[config.mk]
export PLATFORM = sky130hd
export DESIGN_NAME = reset_initial_state_control
export DESIGN_NICKNAME = d
export VERILOG_FILES = /design/src/verilog/reset_initial_state_control.v /design/src/verilog/reset_source_sync.v /design/src/verilog/soft_reset_delay.v
export VERILOG_INCLUDE_DIRS = /design/src /design/src/inc
export SDC_FILE = /design/constraint.sdc
export NUM_CORES = 1
export LEC_CHECK = 0
export ABC_AREA = 0
export BUFFER_PORTS_ARGS = -buffer_cell sky130_fd_sc_hd__buf_2
export CORE_MARGIN = 2
export CORE_UTILIZATION = 28
export DETAILED_ROUTE_END_ITERATION = 10
export PLACE_DENSITY = 0.54
export SYNTH_ARGS = -nofsm -noshare
export SYNTH_HDL_FRONTEND = slang
export SYNTH_SLANG_ARGS = --single-unit
export TNS_END_PERCENT = 20
[constraint.sdc]
create_clock -name i_mclk -period 2.73 [get_ports i_mclk]
set_input_delay 0.1365 -clock i_mclk [delete_from_list [all_inputs] [get_ports i_mclk]]
set_output_delay 0.1365 -clock i_mclk [all_outputs]
set_load 0.03 [all_outputs]
[src/inc/reset_ctrl_map.vh]
`ifndef RESET_CTRL_MAP_VH
`define RESET_CTRL_MAP_VH

// register offsets
`define OFS_STATUS      4'h0
`define OFS_CAUSE       4'h1
`define OFS_GUARD       4'h2
`define OFS_LVSEL       4'h3
`define OFS_PORT_DATA   4'h4
`define OFS_PORT_DIR    4'h5
`define OFS_INT_EN      4'h6
`define OFS_TIMER_CTRL  4'h7
`define OFS_ACCUM       4'h8
`define OFS_TBL_PTR     4'h9
`define OFS_IRQ_STAT    4'ha
`define OFS_IRQ_MASK    4'hb

// status word fields
`define STAT_TO_BIT     5
`define STAT_PDF_BIT    4

// reset cause flag fields
`define CAUSE_GUARD_BIT 3
`define CAUSE_LV_BIT    2
`define CAUSE_LVSEL_BIT 1
`define CAUSE_WDT_BIT   0

// interrupt status fields
`define IRQ_POR_BIT     0
`define IRQ_LVR_BIT     1
`define IRQ_WDT_RUN_BIT 2
`define IRQ_WDT_SLP_BIT 3
`define IRQ_GUARD_BIT   4
`define IRQ_LVSEL_BIT   5

// reset and legal values
`define GUARD_RST       8'h55
`define GUARD_OK_A      8'h55
`define GUARD_OK_B      8'haa
`define LVSEL_RST       8'h55
`define LVSEL_OK_A      8'h55
`define LVSEL_OK_B      8'h33
`define LVSEL_OK_C      8'h99
`define LVSEL_OK_D      8'haa
`define PORT_RST        8'hff
`define ZERO_RST        8'h00

// timing
`define CLK_MHZ         25
`define SRESET_TIME_NS  1000
`define SRESET_CYC      ((`SRESET_TIME_NS * `CLK_MHZ + 999) / 1000)

`endif

[src/verilog/reset_initial_state_control.v]
// Chosen here: the address-and-strobe port and the register addresses.
`timescale 1ns/1ps
`include "reset_ctrl_map.vh"
module reset_initial_state_control #(
  parameter SRESET_CYC = `SRESET_CYC,
  parameter DLY_W      = 8
) (
  input  wire       i_mclk,
  input  wire       i_sys_rst,
  input  wire       i_lvr_det,
  input  wire       i_wdt_timeout,
  input  wire       i_sleep_mode,
  input  wire       i_sleep_entry,
  input  wire       i_wdt_clear_cmd,
  input  wire [3:0] i_addr,
  input  wire [7:0] i_wdata,
  input  wire       i_wr,
  input  wire       i_rd,
  output reg  [7:0] o_rdata,
  output reg        o_core_rst,
  output reg        o_periph_rst,
  output reg        o_pc_sp_clear,
  output reg        o_wdt_tb_clear,
  output reg        o_wdt_run,
  output reg        o_watchdog_timeout_flag,
  output reg        o_powerdown_flag,
  output reg  [7:0] o_port_data,
  output reg  [7:0] o_port_dir,
  output reg  [7:0] o_int_enable,
  output reg  [7:0] o_timer_on,
  output reg        o_irq
);
  // ----------------------------------------
  // reset kinds, one-hot
  // ----------------------------------------
  localparam [5:0] K_NONE    = 6'b000000;
  localparam [5:0] K_LVR     = 6'b000001;
  localparam [5:0] K_WDT_RUN = 6'b000010;
  localparam [5:0] K_WDT_SLP = 6'b000100;
  localparam [5:0] K_GUARD   = 6'b001000;
  localparam [5:0] K_LVSEL   = 6'b010000;
  localparam [5:0] K_POR     = 6'b100000;

  function guard_ok;
    input [7:0] v;
    begin
      guard_ok = (v == `GUARD_OK_A) || (v == `GUARD_OK_B);
    end
  endfunction

  function lvsel_ok;
    input [7:0] v;
    begin
      lvsel_ok = (v == `LVSEL_OK_A) || (v == `LVSEL_OK_B) ||
                 (v == `LVSEL_OK_C) || (v == `LVSEL_OK_D);
    end
  endfunction

  // ----------------------------------------
  // source synchronisation
  // ----------------------------------------
  wire [1:0] src_rise;
  wire       guard_fire;
  wire       lvsel_fire;
  reg        sleep_q;

  reset_source_sync #(
    .W      (2)
  ) u_sync (
    .i_mclk    (i_mclk),
    .i_sys_rst (i_sys_rst),
    .i_src     ({i_wdt_timeout, i_lvr_det}),
    .o_rise    (src_rise)
  );

  // ----------------------------------------
  // register state
  // ----------------------------------------
  reg       to_q;
  reg       pdf_q;
  reg [3:0] cause_q;
  reg [7:0] guard_q;
  reg [7:0] lvsel_q;
  reg [7:0] accum_q;
  reg [7:0] tblp_q;
  reg [5:0] irq_stat_q;
  reg [5:0] irq_mask_q;
  reg [5:0] kind_q;
  reg [5:0] kind_d;

  wire wr_guard = i_wr && (i_addr == `OFS_GUARD);
  wire wr_lvsel = i_wr && (i_addr == `OFS_LVSEL);
  wire any_rst  = (kind_d != K_NONE);

  // a reset of any other kind drops a pending soft-reset wait
  soft_reset_delay #(
    .CW  (DLY_W),
    .CYC (SRESET_CYC)
  ) u_guard_dly (
    .i_mclk    (i_mclk),
    .i_sys_rst (i_sys_rst),
    .i_start   (wr_guard && !guard_ok(i_wdata)),
    .i_cancel  (any_rst && !kind_d[3]),
    .o_fire    (guard_fire)
  );

  soft_reset_delay #(
    .CW  (DLY_W),
    .CYC (SRESET_CYC)
  ) u_lvsel_dly (
    .i_mclk    (i_mclk),
    .i_sys_rst (i_sys_rst),
    .i_start   (wr_lvsel && !lvsel_ok(i_wdata)),
    .i_cancel  (any_rst && !kind_d[4]),
    .o_fire    (lvsel_fire)
  );

  // ----------------------------------------
  // source priority
  // ----------------------------------------
  // power-on is i_sys_rst itself and wins by taking the whole block
  always @* begin
    kind_d = K_NONE;
    if (src_rise[0] && !sleep_q) begin
      kind_d = K_LVR;
    end else if (src_rise[1] && sleep_q) begin
      kind_d = K_WDT_SLP;
    end else if (src_rise[1]) begin
      kind_d = K_WDT_RUN;
    end else if (guard_fire) begin
      kind_d = K_GUARD;
    end else if (lvsel_fire) begin
      kind_d = K_LVSEL;
    end
  end

  // ----------------------------------------
  // reset actions and flags
  // ----------------------------------------
  always @(posedge i_mclk) begin
    if (i_sys_rst) begin
      sleep_q                 <= 1'b0;
      kind_q                  <= K_POR;
      to_q                    <= 1'b0;
      pdf_q                   <= 1'b0;
      cause_q                 <= 4'h0;
      guard_q                 <= `GUARD_RST;
      lvsel_q                 <= `LVSEL_RST;
      o_port_data             <= `PORT_RST;
      o_port_dir              <= `PORT_RST;
      o_int_enable            <= `ZERO_RST;
      o_timer_on              <= `ZERO_RST;
      o_core_rst              <= 1'b1;
      o_periph_rst            <= 1'b1;
      o_pc_sp_clear           <= 1'b1;
      o_wdt_tb_clear          <= 1'b1;
      o_wdt_run               <= 1'b0;
      o_watchdog_timeout_flag <= 1'b0;
      o_powerdown_flag        <= 1'b0;
    end else begin
      sleep_q        <= i_sleep_mode;
      kind_q         <= kind_d;
      o_core_rst     <= any_rst;
      o_pc_sp_clear  <= any_rst;
      o_periph_rst   <= any_rst && !kind_d[2];
      o_wdt_tb_clear <= any_rst && !kind_d[2];
      o_wdt_run      <= 1'b1;

      // run-time flag moves: sleep entry and watchdog clear
      if (i_wdt_clear_cmd) begin
        to_q  <= 1'b0;
        pdf_q <= 1'b0;
      end else if (i_sleep_entry) begin
        to_q  <= 1'b0;
        pdf_q <= 1'b1;
      end

      // software writes; only zeros clear cause flags
      if (i_wr) begin
        case (i_addr)
          `OFS_CAUSE:      cause_q      <= cause_q & i_wdata[3:0];
          `OFS_GUARD:      guard_q      <= i_wdata;
          `OFS_LVSEL:      lvsel_q      <= i_wdata;
          `OFS_PORT_DATA:  o_port_data  <= i_wdata;
          `OFS_PORT_DIR:   o_port_dir   <= i_wdata;
          `OFS_INT_EN:     o_int_enable <= i_wdata;
          `OFS_TIMER_CTRL: o_timer_on   <= i_wdata;
          default:         cause_q      <= cause_q;
        endcase
      end

      // reset kinds override; set wins over a same-cycle clear
      case (kind_d)
        K_LVR: begin
          cause_q[`CAUSE_LV_BIT] <= 1'b1;
          o_port_data            <= `PORT_RST;
          o_port_dir             <= `PORT_RST;
          o_int_enable           <= `ZERO_RST;
          o_timer_on             <= `ZERO_RST;
          guard_q                <= `GUARD_RST;
          lvsel_q                <= lvsel_q;
          to_q                   <= to_q;
          pdf_q                  <= pdf_q;
        end
        K_WDT_RUN: begin
          to_q         <= 1'b1;
          pdf_q        <= pdf_q;
          o_port_data  <= `PORT_RST;
          o_port_dir   <= `PORT_RST;
          o_int_enable <= `ZERO_RST;
          o_timer_on   <= `ZERO_RST;
          guard_q      <= `GUARD_RST;
          lvsel_q      <= `LVSEL_RST;
        end
        K_WDT_SLP: begin
          to_q  <= 1'b1;
          pdf_q <= 1'b1;
        end
        K_GUARD: begin
          cause_q[`CAUSE_GUARD_BIT] <= 1'b1;
          o_port_data               <= `PORT_RST;
          o_port_dir                <= `PORT_RST;
          o_int_enable              <= `ZERO_RST;
          o_timer_on                <= `ZERO_RST;
          guard_q                   <= `GUARD_RST;
        end
        K_LVSEL: begin
          cause_q[`CAUSE_LVSEL_BIT] <= 1'b1;
          o_port_data               <= `PORT_RST;
          o_port_dir                <= `PORT_RST;
          o_int_enable              <= `ZERO_RST;
          o_timer_on                <= `ZERO_RST;
          guard_q                   <= `GUARD_RST;
          lvsel_q                   <= `LVSEL_RST;
        end
        default: begin
          kind_q <= kind_d;
        end
      endcase

      o_watchdog_timeout_flag <= to_q;
      o_powerdown_flag        <= pdf_q;
    end
  end

  // ----------------------------------------
  // accumulator and table pointer
  // ----------------------------------------
  // deliberately no reset: power-on leaves them undefined
  always @(posedge i_mclk) begin
    if (i_wr && (i_addr == `OFS_ACCUM)) begin
      accum_q <= i_wdata;
    end
    if (i_wr && (i_addr == `OFS_TBL_PTR)) begin
      tblp_q <= i_wdata;
    end
  end

  // ----------------------------------------
  // interrupt status, mask, read data
  // ----------------------------------------
  wire       rd_irq = i_rd && (i_addr == `OFS_IRQ_STAT);
  wire [5:0] irq_set;

  assign irq_set = kind_d[5:0] & 6'b011111;

  always @(posedge i_mclk) begin
    if (i_sys_rst) begin
      irq_stat_q <= 6'h01;
      irq_mask_q <= 6'h00;
      o_irq      <= 1'b0;
      o_rdata    <= 8'h00;
    end else begin
      // event in the clearing cycle survives the read
      irq_stat_q <= (rd_irq ? 6'h00 : irq_stat_q) |
                    {irq_set[4:0], 1'b0};
      if (i_wr && (i_addr == `OFS_IRQ_MASK)) begin
        irq_mask_q <= i_wdata[5:0];
      end
      o_irq   <= |(((rd_irq ? 6'h00 : irq_stat_q) |
                    {irq_set[4:0], 1'b0}) & irq_mask_q);
      o_rdata <= 8'h00;
      if (i_rd) begin
        case (i_addr)
          `OFS_STATUS:     o_rdata <= {2'b00, to_q, pdf_q, 4'h0};
          `OFS_CAUSE:      o_rdata <= {4'h0, cause_q};
          `OFS_GUARD:      o_rdata <= guard_q;
          `OFS_LVSEL:      o_rdata <= lvsel_q;
          `OFS_PORT_DATA:  o_rdata <= o_port_data;
          `OFS_PORT_DIR:   o_rdata <= o_port_dir;
          `OFS_INT_EN:     o_rdata <= o_int_enable;
          `OFS_TIMER_CTRL: o_rdata <= o_timer_on;
          `OFS_ACCUM:      o_rdata <= accum_q;
          `OFS_TBL_PTR:    o_rdata <= tblp_q;
          `OFS_IRQ_STAT:   o_rdata <= {2'b00, irq_stat_q};
          `OFS_IRQ_MASK:   o_rdata <= {2'b00, irq_mask_q};
          default:         o_rdata <= 8'h00;
        endcase
      end
    end
  end
endmodule

[src/verilog/reset_source_sync.v]
`timescale 1ns/1ps
// ----------------------------------------
// two-flop synchroniser with rise detect
// ----------------------------------------
module reset_source_sync #(
  parameter W = 3
) (
  input  wire         i_mclk,
  input  wire         i_sys_rst,
  input  wire [W-1:0] i_src,
  output wire [W-1:0] o_rise
);
  reg [W-1:0] meta_q;
  reg [W-1:0] sync_q;
  reg [W-1:0] last_q;

  // only sync_q looks at meta_q
  always @(posedge i_mclk) begin
    if (i_sys_rst) begin
      meta_q <= {W{1'b0}};
      sync_q <= {W{1'b0}};
      last_q <= {W{1'b0}};
    end else begin
      meta_q <= i_src;
      sync_q <= meta_q;
      last_q <= sync_q;
    end
  end

  assign o_rise = sync_q & ~last_q;
endmodule

[src/verilog/soft_reset_delay.v]
`timescale 1ns/1ps
// ----------------------------------------
// delay from bad register load to reset
// ----------------------------------------
module soft_reset_delay #(
  parameter CW  = 8,
  parameter CYC = 25
) (
  input  wire i_mclk,
  input  wire i_sys_rst,
  input  wire i_start,
  input  wire i_cancel,
  output reg  o_fire
);
  reg [CW-1:0] cnt_q;
  reg          busy_q;

  // a second bad load while counting does not restart the wait
  always @(posedge i_mclk) begin
    if (i_sys_rst || i_cancel) begin
      cnt_q  <= {CW{1'b0}};
      busy_q <= 1'b0;
      o_fire <= 1'b0;
    end else begin
      o_fire <= 1'b0;
      if (busy_q) begin
        if (cnt_q == CYC[CW-1:0] - {{(CW-1){1'b0}}, 1'b1}) begin
          busy_q <= 1'b0;
          o_fire <= 1'b1;
        end else begin
          cnt_q <= cnt_q + {{(CW-1){1'b0}}, 1'b1};
        end
      end else if (i_start) begin
        busy_q <= 1'b1;
        cnt_q  <= {CW{1'b0}};
      end
    end
  end
endmodule

==> results of run 1 <==
-- cells in the mapped netlist, types with 3 or more instances --
library cell | n | area (sq um)
sky130_fd_sc_hd__a31oi_1 | 4 | 25.0
sky130_fd_sc_hd__mux2i_1 | 16 | 160
sky130_fd_sc_hd__clkbuf_1 | 12 | 45.0
sky130_fd_sc_hd__inv_1 | 12 | 45.0
sky130_fd_sc_hd__nand2_1 | 92 | 345
sky130_fd_sc_hd__and3_1 | 3 | 18.8
sky130_fd_sc_hd__mux2_2 | 4 | 45.0
sky130_fd_sc_hd__o21ai_0 | 36 | 180
sky130_fd_sc_hd__xor2_1 | 8 | 70.1
sky130_fd_sc_hd__xnor2_1 | 4 | 35.0
sky130_fd_sc_hd__a32o_1 | 3 | 30.0
sky130_fd_sc_hd__a22oi_1 | 8 | 60.1
sky130_fd_sc_hd__ha_1 | 4 | 50.1
sky130_fd_sc_hd__nand3b_1 | 4 | 30.0
sky130_fd_sc_hd__and2_1 | 4 | 25.0
sky130_fd_sc_hd__nand3_1 | 30 | 150
sky130_fd_sc_hd__a222oi_1 | 6 | 60.1
sky130_fd_sc_hd__nand2b_1 | 4 | 25.0
sky130_fd_sc_hd__edfxtp_1 | 16 | 480
sky130_fd_sc_hd__a22o_1 | 12 | 105
sky130_fd_sc_hd__a21oi_1 | 45 | 225
sky130_fd_sc_hd__buf_2 | 19 | 95.1
sky130_fd_sc_hd__dfxtp_1 | 107 | 2140
sky130_fd_sc_hd__nor2b_1 | 16 | 100
sky130_fd_sc_hd__nand4_1 | 13 | 81.3
sky130_fd_sc_hd__o22a_1 | 4 | 35.0
sky130_fd_sc_hd__nor3_1 | 7 | 35.0
sky130_fd_sc_hd__nor4bb_1 | 3 | 30.0
sky130_fd_sc_hd__nor2_1 | 43 | 161
sky130_fd_sc_hd__buf_4 | 4 | 30.0
sky130_fd_sc_hd__nor4_1 | 3 | 18.8
-- repair_timing --
action / CTS / global route
endpoints found under the setup margin: 0 / 0
hold buffers: 3 / 0
setup buffers: 0 / 0
endpoints found under the hold margin: 3 / 0
-- flip-flops by register name (all words and copies together), names as in the netlist, 2 cells and up --
signal             count
irq_stat_q             6
o_timer_on             8
u_guard_dly.cnt_q      8
o_port_dir             8
tblp_q                 8
u_sync.last_q          2
lvsel_q                8
irq_mask_q             6
u_sync.sync_q          2
accum_q                8
u_sync.meta_q          2
u_lvsel_dly.cnt_q      8
cause_q                4
o_port_data            8
o_int_enable           8
guard_q                8
o_rdata                8
-- routing by layer --
layer,up-vias,global-route usage [%],wire length (microns)
met5,-,0,0
met1,2226,21.8,7410
met3,30,5.06,1150
li1,2219,-,-
met2,160,24.9,7260
met4,0,6.21,299
-- worst min-delay path, delay by kind of cell --
family / cells / cell delay, ns
AO/OA/AOI/OAI: 2 / 0.14
AND/OR/NAND/NOR: 1 / 0.04
buffers and inverters: 1 / 0.09
-- where the power goes --
part	switching, uW	internal, uW
sequential	20.3	1870
clock	792	1570
combinational	223	94.4
-- worst paths after layout --
path	cells after the start	startpoint	end	slack (ns)
worst min register to register	1	u_sync.meta_q[0]	u_sync.sync_q[0]	0.45
worst max-delay path	6	u_sync.sync_q[1]	o_timer_on[2]	0.84
worst min-delay path	4	i_wdt_clear_cmd	pdf_q	0.05
worst max register to register	6	u_sync.sync_q[1]	o_timer_on[2]	0.84
-- per-stage QoR --
stage | power, uW | instances
2_1_floorplan | 2140 | 587
6_report | 4560 | 893
3_3_place_gp | 2240 | 859
5_1_grt | 4720 | 893
3_5_place_dp | 2240 | 859
4_1_cts | 4610 | 893
-- final cells by class --
type	count	area [sq um]	share of cell area (%)
Timing Repair Buffer	77	415	6.43
Multi-Input combinational cell	414	2460	38.0
Tap cell	234	293	4.53
Clock inverter	7	110	1.70
Clock buffer	24	512	7.92
Sequential cell	123	2620	40.6
Inverter	14	52.6	0.813
-- placed cells by master, fill, tap and decap left out, types with 3 or more instances in the layout --
master / n
sky130_fd_sc_hd__a32o_1: 3
sky130_fd_sc_hd__buf_4: 6
sky130_fd_sc_hd__clkbuf_16: 17
sky130_fd_sc_hd__nor4bb_1: 3
sky130_fd_sc_hd__mux2_2: 4
sky130_fd_sc_hd__dfxtp_1: 107
sky130_fd_sc_hd__bufinv_16: 3
sky130_fd_sc_hd__buf_2: 68
sky130_fd_sc_hd__xnor2_1: 4
sky130_fd_sc_hd__a21oi_1: 45
sky130_fd_sc_hd__clkinv_2: 4
sky130_fd_sc_hd__nor2_1: 43
sky130_fd_sc_hd__a31oi_1: 4
sky130_fd_sc_hd__o22a_1: 4
sky130_fd_sc_hd__a22o_1: 12
sky130_fd_sc_hd__and2_1: 4
sky130_fd_sc_hd__a222oi_1: 6
sky130_fd_sc_hd__nor4_1: 3
sky130_fd_sc_hd__mux2i_1: 16
sky130_fd_sc_hd__nand2b_1: 4
sky130_fd_sc_hd__nor3_1: 7
sky130_fd_sc_hd__a22oi_1: 8
sky130_fd_sc_hd__clkbuf_8: 6
sky130_fd_sc_hd__xor2_1: 8
sky130_fd_sc_hd__nand2_1: 92
sky130_fd_sc_hd__nand3b_1: 4
sky130_fd_sc_hd__ha_1: 4
sky130_fd_sc_hd__o21ai_0: 36
sky130_fd_sc_hd__nand3_1: 30
sky130_fd_sc_hd__edfxtp_1: 16
sky130_fd_sc_hd__inv_1: 12
sky130_fd_sc_hd__nor2b_1: 16
sky130_fd_sc_hd__and3_1: 3
sky130_fd_sc_hd__dlygate4sd3_1: 3
sky130_fd_sc_hd__nand4_1: 13
-- logic make-up (layout without fill, tap and decap cells) --
| group | after synthesis | after routing | share of synthesized area [%] |
|---|---|---|---|
| AO/OA/AOI/OAI | 137 | 137 | 16.6 |
| XOR/XNOR | 12 | 12 | 1.98 |
| adder cells (fa/ha/maj) | 4 | 4 | 0.943 |
| buffers and inverters | 50 | 122 | 4.27 |
| flip-flops | 123 | 123 | 49.4 |
| multiplexers | 22 | 22 | 4.72 |
| AND/OR/NAND/NOR | 239 | 239 | 22.1 |
==> impl.org, run 1 <==
** Status
- Status :: complete, no violations

** Setup path
- Bufs and invs on worst path :: 2
- Crit end category :: flip-flop
- Broken down by cell family, the worst path's largest delay share belongs to simple AND/OR/NAND/NOR gates.
- The largest individual stage delay along the critical path comes from the cell sky130_fd_sc_hd__nor2b_1.
- CP arrival :: 2.23 ns
- Worst setup path category :: flip-flop to flip-flop
- For this run, the slowest stage of the critical path takes 0.44 ns.
- Data on the critical path is required at its endpoint by slightly above 3 ns.
- Traced cell by cell, the critical path runs through nor2b_1 > and2_1 > o21a_1 > buf_4 > inv_2 > a21oi_1.
- Maximum fanout along the worst path :: 21
- Nature of the critical path startpoint :: flip-flop

** Clocking
- Clk pin slew, worst setup/hold paths :: ~0.050 ns
- Level count of the clock H-tree :: 4
- For the worst-skew pair, the clock arrives at the later sink with an insertion delay of 0.42 ns.
- Buffer depth of the longest clock path :: 2
- Buffers inserted during clock tree synthesis total 17.
- TritonCTS built the clock tree.
- Root buffer cell :: sky130_fd_sc_hd__clkbuf_16
- After clock tree synthesis, the repair step resized 0 gates.
- Number of clock sinks seen by CTS :: 123

** Layout
- Cells with a size suffix above 1 make up approximately 19% of the layout.
- Fill cell count :: roughly 1.9k
- The repair_antennas step left the layout with diodes totalling 0.
- After routing the design area is 6460 sq um.
- Net count reported at finish :: about 670
- For this run, the share of the core covered by cells in the final layout is between 30% and 40%.
- Relative to the synthesized area, the layout overhead comes to 21.8%.

** Timing
- Number of pins exceeding their max-slew limit in the final report :: 0
- Setup tns final :: 0 ns
- Setup repair after global routing missed its margin :: false
- Setup slack closes at approximately 0.84 ns.
- Skew final :: approximately 0.0054 ns
- Worst-case hold slack :: approximately 0.046 ns
- Setup violations remaining at the end of the flow were counted as 0.
- Highest Clock Rate :: ~530 MHz
- Final hold violations :: 0
- Dividing the final minimum period by the clock period gives 69.1%.
- At the pin with the least slew margin, the transition time is 0.732 ns.
- Tightest slew margin relative to the limit :: about half
- The routed design could run at a clock period as short as 1.89 ns.

** Floorplan
- Die X-Extent :: roughly 140 microns
- Std-Cell Rows :: 50
- Die boundary height :: 142 microns
- For this configuration, the core starts out at a cell density of between 20% and 30%.
- The die covers between 20000 and 25000 sq um.
- After floorplanning, the core was sized to cover 18600 sq um.
- 69 I/O pins were placed.

** Worst hold path
- Min-Delay Path Class :: input pin to flip-flop

** Drt
- Remaining antenna violation count :: 0
- Initial DRT Pass Iterations :: 5
- In the routed design, unresolved DRC markers number 0.
- Starting DRT DRC Count :: approximately 380
- Avg Vias per Cell :: between 5 and 6
- Final wirelength :: about 16000 microns
- Via Count :: ~4.6k
- After detailed routing, the average wire length per cell comes to around 18 microns.

** Placed design
- In this run the tool buffered the top-level ports with a little under 70 buffer cells.
- The congestion estimate from routability-driven global placement came to between 0.8 and 0.9.
- At the placement stage, the worst setup path has a slack of just under 0.6 ns.
- Summing all placed instances gives a cell area of approximately 5800 sq um.
- Final HPWL from detailed placement :: around 11000 microns

** Global route
- The first global-routing pass estimated between 20000 and 25000 microns of wire.
- Summed over all layers, the global routing overflow is 0.
- Number of antenna violations at the first check in global routing :: 0
- Entering global routing, the biggest net connects 34 pins.
- Total GRT Usage :: between 15 and 20%
- Via count of the first global-routing pass :: around 4.3k

** Logic synthesis
- For this run, asynchronously set or reset flops after synthesis account for 0%.
- Averaged over all synthesized cells, the footprint is roughly 9 sq um.
- Netlist cell types :: between 60 and 70
- Post-synthesis instance area :: 5310 sq um
- Yosys reg bits :: about 120
- Number of flops mapped to enable cells by yosys :: 16
- Synthesized instance count :: 587
- Synth warnings :: 0
- Fraction of the yosys area taken by sequential cells :: around half
- In the synthesized netlist the dominant register cell turns out to be sky130_fd_sc_hd__dfxtp_1.
- Syn Nets :: around 610

** Power
- Leakage dissipation :: about 0.0025 uW
- Maximum VDD drop :: between 0.3 and 0.4 mV
- Dividing total power by cell area gives a power density of between 700 and 800 nW/um^2.

** Run
- Across the run, the number of max-cap violations was 0.
No activity file was read; power rests on OpenSTA's default activity.
==> run 2: changes to the inputs <==
Clock period 2.73 ns to 1.8 ns, I/O delays scaled along.
==> run 2 against run 1 <==
  * Hold slack got worse by 0.024 ns
  * Die area did not move
  * Combinational power rose by 74%
  * Clock power rose by 46%
  * Clock skew rose by 0.0019 ns
  * Critical endpoint is now lvsel_q[0]
  * Largest power group unchanged
==> impl.org, run 2 (synthesized netlist as in run 1, its figures left out) <==
** Clocking
- The tree is rooted in a sky130_fd_sc_hd__clkbuf_16.
- Number of clock sinks seen by CTS :: about 120
- TritonCTS built the clock tree.
- Counting the buffers created by CTS gives 17.
- Clk_lat worst skew :: roughly 0.42 ns
- Level count of the clock H-tree :: 4
- No sink is reached through more buffers than the 2 on the longest clock path.
- For this design, the CTS-stage hold fixing added 4 buffers.
- The number of gates resized after CTS was 0.
- Clk pin slew, worst setup/hold paths :: around 0.060 ns
- In this run the post-CTS setup repair buffer count came out at 0.

** Drt
- Initial DRT Pass Iterations :: 6
- Via Count :: roughly 4.8k
- Starting DRT DRC Count :: 518
- After detailed routing, the number of vias per cell comes to 5.11.
- After detailed routing, the average wire length per cell comes to approximately 18 microns.
- Once detail routing completed, the nets flagged for antenna violations numbered 0.
- Summed over all layers, the routed wires come to 16800 microns.
- Residual DRC :: 0

** Layout
- Compared with the post-synthesis result, the final layout area differs by 27.0%.
- Share of cells above drive strength 1 :: 22.4%
- The library cell used most frequently in the layout, excluding fill and tap cells, is sky130_fd_sc_hd__dfxtp_1.
- The library cells used most frequently in the layout, excluding fill and tap cells, are 107 x sky130_fd_sc_hd__dfxtp_1, 92 x sky130_fd_sc_hd__nand2_1, 68 x sky130_fd_sc_hd__buf_2.
- 0 antenna diodes ended up in the layout.
- After routing the design area is a little under 7000 sq um.
- The filler cells instantiated in the layout total just under 2k.
- Once layout is complete, the utilization of the core stands at a little over a third.
- For this run, the post-layout net count is 712.

** Power
- Summed over all cells, the static leakage comes to ~0.0027 uW.
- Dividing total power by cell area gives a power density of approximately 1000 nW/um^2.
- Across the VDD grid, the largest voltage drop is between 0.5 and 0.6 mV.

** Timing
- Setup violations remaining at the end of the flow were counted as 0.
- Setup repair after global routing missed its margin :: false
- Timing would allow up to slightly above 600 MHz.
- Measured against its own limit, the worst slew margin works out to 66.9%.
- The routed design could run at a clock period as short as about 1.6 ns.
- Final setup slack of the worst path :: approximately 0.17 ns
- Number of pins exceeding their max-slew limit in the final report :: 0
- Skew final :: roughly 0.0073 ns
- Transition time of the tightest slew-check pin :: around 0.50 ns
- Setup tns final :: 0 ns
- Dividing the final minimum period by the clock period gives about nine tenths.
- Final hold violations :: 0

** Setup path
- STA puts the critical path data arrival time at approximately 1.9 ns.
- The critical path runs through a total of 6 cells.
- Crit end category :: flip-flop
- Counting both buffers and inverters, the worst setup path holds a total of 1.
- The worst setup path is launched from a flip-flop.
- Setup slack of the most critical reg-to-reg path :: approximately 0.17 ns
- Delay of the slowest critical-path stage :: 0.34 ns
- Slowest library cell on the worst path :: sky130_fd_sc_hd__or2_2
- Of all nets on the critical path, the largest fanout is 6.
- The number of cells on the worst reg-to-reg path is 6.
- The worst setup path is of the flip-flop to flip-flop kind.
- Startpoint of the lowest-slack register-to-register path :: u_sync.sync_q[1]
- Cell type group with the largest total delay on the critical path :: simple AND/OR/NAND/NOR gates
- Critical Path Start :: u_sync.sync_q[1]
- In this run the worst setup path terminates at lvsel_q[0].
- Required time of the critical path :: roughly 2.1 ns
- The worst register-to-register path ends at lvsel_q[0].
- Chain of cells forming the critical path :: nor2b_1 > buf_4 > nand2b_1 > a31oi_1 > or2_2 > o22a_1

** Worst hold path
- Min-Delay Path Class :: input pin to flip-flop

** Floorplan
- Die area :: around 20000 sq um
- roughly 70 I/O pins were placed.
- Die X-Extent :: 142 microns
- Std-Cell Rows :: 50
- The total area inside the core boundary comes to about 19000 sq um.
- The initial utilization of the core area, before any placement, comes to between 20% and 30%.
- The die is ~140 microns tall.

** Status
- Status :: complete, no violations

** Run
- Max-cap violations in this run came to 0.

** Placed design
- DP Area :: slightly above 6000 sq um
- Port buffer count :: slightly below 70
- Before CTS, the worst setup slack after placement is about 0.11 ns.
- Final Wtd Congestion :: around 0.9
- Summed over all nets, the half-perimeter wirelength after detailed placement is approximately 12000 microns.

** Global route
- Entering global routing, the biggest net connects 25 pins.
- Leftover overflow at the end of global routing :: 0
- The first global-routing pass estimated about 26000 microns of wire.
- Via count of the first global-routing pass :: roughly 4.5k
- In the global route stage, overall resource usage came out at about 17%.
- Number of antenna violations at the first check in global routing :: 0
==> run 2: through the flow <==
step	std cells	hold WS [ns]	power [uW]
2_1_floorplan	587	0.189	3240
3_3_place_gp	898	0.311	3460
3_5_place_dp	898	0.315	3460
4_1_cts	934	0.0141	6900
5_1_grt	934	0.0195	7070
6_report	934	0.0222	6860
==> run 2: layout make-up <==
class,count,area (sq um),share of cell area [%]
clock buffer,27,514,7.63
timing repair buffer,117,718,10.7
inverter,14,52.6,0.780
tap,234,293,4.35
multi-input combinational,414,2460,36.5
sequential,123,2620,38.9
clock inverter,5,78.8,1.17
==> run 2: power breakdown <==
part           switching, uW  internal [uW]  leakage (uW)
registers               30.1           2830       0.00101
logic                    360            191       0.00139
clock network           1220           2230      0.000287
==> run 2: how the worst min path moves through the flow <==
stage / start / end / slack, ns / depth (start not counted)
2_1_floorplan: i_wdata[0] / accum_q[0] / 0.19 / 0
3_3_place_gp: i_wdt_timeout / u_sync.meta_q[1] / 0.31 / 2
3_5_place_dp: i_wdt_timeout / u_sync.meta_q[1] / 0.32 / 2
4_1_cts: i_wdata[4] / o_timer_on[4] / 0.01 / 3
5_1_grt: i_wdata[4] / o_int_enable[4] / 0.02 / 3
6_report: i_wdata[4] / o_timer_on[4] / 0.02 / 3
==> run 2: worst register-to-register path, delay by kind of cell, from the launching register on <==
family | cells | cell delay, ns
buffers and inverters | 1 | 0.16
AOI/OAI and AO/OA | 2 | 0.35
and+or+nand+nor | 3 | 0.71
DFF | 1 | 0.31
==> run 2: routing by layer <==
| metal | track usage [%] | up-vias | part of all wire (%) |
|---|---|---|---|
| met5 | 0 | - | 0 |
| met4 | 6.53 | 0 | 1.8 |
| met3 | 3.98 | 19 | 6.1 |
| met2 | 25.6 | 153 | 45 |
| met1 | 23.3 | 2296 | 47 |
| li1 | - | 2303 | - |
==> run 3: changes to the inputs <==
Settings changed: CORE_ASPECT_RATIO from default to 0.75, SETUP_SLACK_MARGIN from default to 0.2.
==> run 3 against run 2 <==
  * Total power increased by 2.6%
  * Clock power increased by 4%
  * Largest power group unchanged
  * Critical endpoint is now o_rdata[7]
  * Global-route usage increased by 1.1 points
==> impl.org, run 3 (synthesized netlist as in run 1, its figures left out) <==
** Worst hold path
- Hold wc startpoint :: i_wdata[1]
- Min-Delay Path Class :: input pin to flip-flop
- Along the worst hold path, the cell count comes to 3.
- The path with the worst hold slack has its endpoint at o_timer_on[1].

** Clocking
- Number of CTS-inserted buffers :: 17
- For the worst-skew pair, the clock arrives at the later sink with an insertion delay of ~0.42 ns.
- The cell sitting at the root of the clock tree is a sky130_fd_sc_hd__clkbuf_16.
- Clk pin slew, worst setup/hold paths :: 0.05 ns
- Clock tree from TritonCTS :: yes
- The clock passes through at most 2 buffers.
- Number of clock sinks seen by CTS :: roughly 120
- Level count of the clock H-tree :: 4

** Setup path
- The startpoint identified for the worst register-to-register timing path is o_int_enable[7].
- The worst setup path is of the flip-flop to flip-flop kind.
- Endpoint of the most critical register-to-register path :: o_rdata[7]
- Required time of the critical path :: between 2 and 2.5 ns
- Maximum fanout along the worst path :: 3
- Setup slack of the most critical reg-to-reg path :: about 0.19 ns
- Data on the critical path arrives at its endpoint at ~1.9 ns.
- STA classifies the critical path startpoint as a flip-flop.
- The worst setup path is captured at a flip-flop.
- The number of cells on the worst reg-to-reg path is 6.

** Timing
- Of the available clock period, the critical path in the final layout requires approximately nine tenths.
- Worst-case hold slack :: between 0.03 and 0.04 ns
- Setup repair after global routing missed its margin :: true
- Time the worst path needs with I/O delays and setup :: around 1.6 ns
- Derived from the worst setup path, the maximum achievable clock frequency is just over 600 MHz.
- Final hold violations :: 0
- In this run the tightest slew margin relative to its limit is between 50% and 60%.
- Transition time of the tightest slew-check pin :: roughly 0.61 ns
- Number of pins exceeding their max-slew limit in the final report :: 0
- Across the routed clock network, the largest skew measured is 0.00618 ns.
- Setup violations remaining at the end of the flow were counted as 0.

** Layout
- Register Area :: around 2600 sq um
- The number of antenna diodes in the final layout is 0.
- Of the cells placed in the final design, the portion with a size suffix greater than 1 is between 20% and 30%.
- Fill cell count :: between 1.5k and 2k
- The library cell used most frequently in the layout, excluding fill and tap cells, is sky130_fd_sc_hd__dfxtp_1.
- Area grow syn2layout :: 31.0%
- Area of the multi-input gates :: between 2000 and 2500 sq um
- In the layout the commonest cells are 107 x sky130_fd_sc_hd__dfxtp_1, 92 x sky130_fd_sc_hd__nand2_1, 68 x sky130_fd_sc_hd__buf_2.
- Final non-filler cell total :: ~960
- Net count reported at finish :: 726

** Floorplan
- Die boundary height :: roughly 120 microns
- The die covers approximately 20000 sq um.
- Initial core utilization :: 28.7%
- The floorplan has 43 rows.
- Core Area :: roughly 19000 sq um
- In this run the horizontal extent of the chip is 163 microns.
- 69 I/O pins were placed.

** Global route
- Maximum number of pins on one net before global-route repair :: 25
- Leftover overflow at the end of global routing :: 0
- Total GRT Usage :: between 15 and 20%
- The initial antenna violation count was 0.
- Global-route wire length before repair :: 26500 microns
- The via count of the first global-routing pass came to approximately 4.4k.

** Placed design
- During placement, the flow inserted port buffers numbering 68.
- The HPWL after detailed placement is between 10000 and 15000 microns.
- Final Wtd Congestion :: roughly 0.95
- In this run, placement finished with an instance count of approximately 920.

** Status
- Status :: complete, no violations

** Drt
- Wires add up to around 17000 microns.
- Mean routed wirelength per cell :: approximately 18 microns
- Avg Vias per Cell :: 4.97
- Summing over every cut layer, the via total after detailed routing is 4774.
- The count of nets left with antenna violations once routing finished came out at 0.
- For this run, design rule violations remaining after detail routing come to 0.
- Starting DRT DRC Count :: 475
- The first TritonRoute pass finished after 5 iterations.

** Power
- VDD sags by at most approximately 0.53 mV.
- In this run the static leakage power is around 0.0028 uW.
- Dividing total power by cell area gives a power density of roughly 1000 nW/um^2.

** Run
- The tool flagged a number of max-cap violations equal to 0.
-- run 3: cell count changes in the layout (fill, tap and decap cells not counted), sizes merged --
| cell | previous run | this run |
|---|---|---|
| clkinvlp | 1 | 0 |
| inv | 14 | 13 |
| clkbuf | 27 | 26 |
| bufinv | 2 | 3 |
| buf | 113 | 124 |
| clkinv | 2 | 4 |
| dlygate4sd3 | 4 | 7 |
-- run 3: area by class of cell --
| cell class | instances | area share, % |
|---|---|---|
| Multi-Input combinational cell | 414 | 35.7 |
| Inverter | 14 | 0.792 |
| Tap cell | 247 | 4.45 |
| Sequential cell | 123 | 37.7 |
| Timing Repair Buffer | 131 | 12.5 |
| Clock buffer | 26 | 7.36 |
| Clock inverter | 6 | 1.51 |
-- run 3: worst max path at each step --
stage | startpoint | to | slack, ns | cells after the start
after floorplan | i_addr[3] | accum_q[0] | 0.35 | 5
after global placement | i_addr[3] | o_rdata[7] | -0.04 | 7
after detailed placement | i_addr[3] | o_rdata[7] | 0.007 | 7
after CTS | accum_q[0] | o_rdata[0] | 0.21 | 5
after global routing | o_timer_on[4] | o_rdata[4] | 0.1 | 5
final | o_int_enable[7] | o_rdata[7] | 0.19 | 6
-- run 3: critical path, stage by stage (launching register included) --
cell and delay, ns:
sky130_fd_sc_hd__dfxtp_1 0.33, sky130_fd_sc_hd__mux2i_1 0.12, sky130_fd_sc_hd__o21ai_0 0.12, sky130_fd_sc_hd__a22o_1 0.19
sky130_fd_sc_hd__a222oi_1 0.50, sky130_fd_sc_hd__buf_4 0.21, sky130_fd_sc_hd__nor2_1 0.03
-- run 3: through the flow --
step | setup WS (ns) | TNS [ns] | instance area (sq um) | total power (uW) | util (%)
after floorplan | 0.348 | 0 | 5310 | 3240 | -
after global placement | -0.0421 | -0.0450 | 6240 | 3500 | 33.7
after detailed placement | 0.00742 | 0 | 6240 | 3490 | 33.7
after CTS | 0.205 | 0 | 6930 | 7090 | 37.5
after global routing | 0.0966 | 0 | 6950 | 7290 | 37.5
final | 0.191 | 0 | 6950 | 7040 | 37.5
-- run 3: power breakdown --
| group | total, uW | leakage, uW | internal [uW] | switching (uW) |
|---|---|---|---|---|
| Combinational | 602 | 0.00147 | 227 | 375 |
| Sequential | 2860 | 0.00101 | 2830 | 31.2 |
| Clock | 3580 | 0.000303 | 2370 | 1200 |
| Total | 7040 | 0.00279 | 5430 | 1610 |
-- run 3: repair_timing --
| action | CTS | global route |
|---|---|---|
| gates resized for setup | 1 | 4 |
| endpoints found under the hold margin | 9 | 0 |
| endpoints found under the setup margin | 21 | 59 |
| buffers inserted | 0 | 0 |
| hold buffers | 7 | 0 |
-- run 3: layer usage --
layer	vias up	global-route usage, %	wire length, microns
li1	2329	-	-
met1	2253	26.8	8780
met2	176	23.7	6860
met3	16	6.81	1450
met4	0	5.31	204
met5	-	0	0
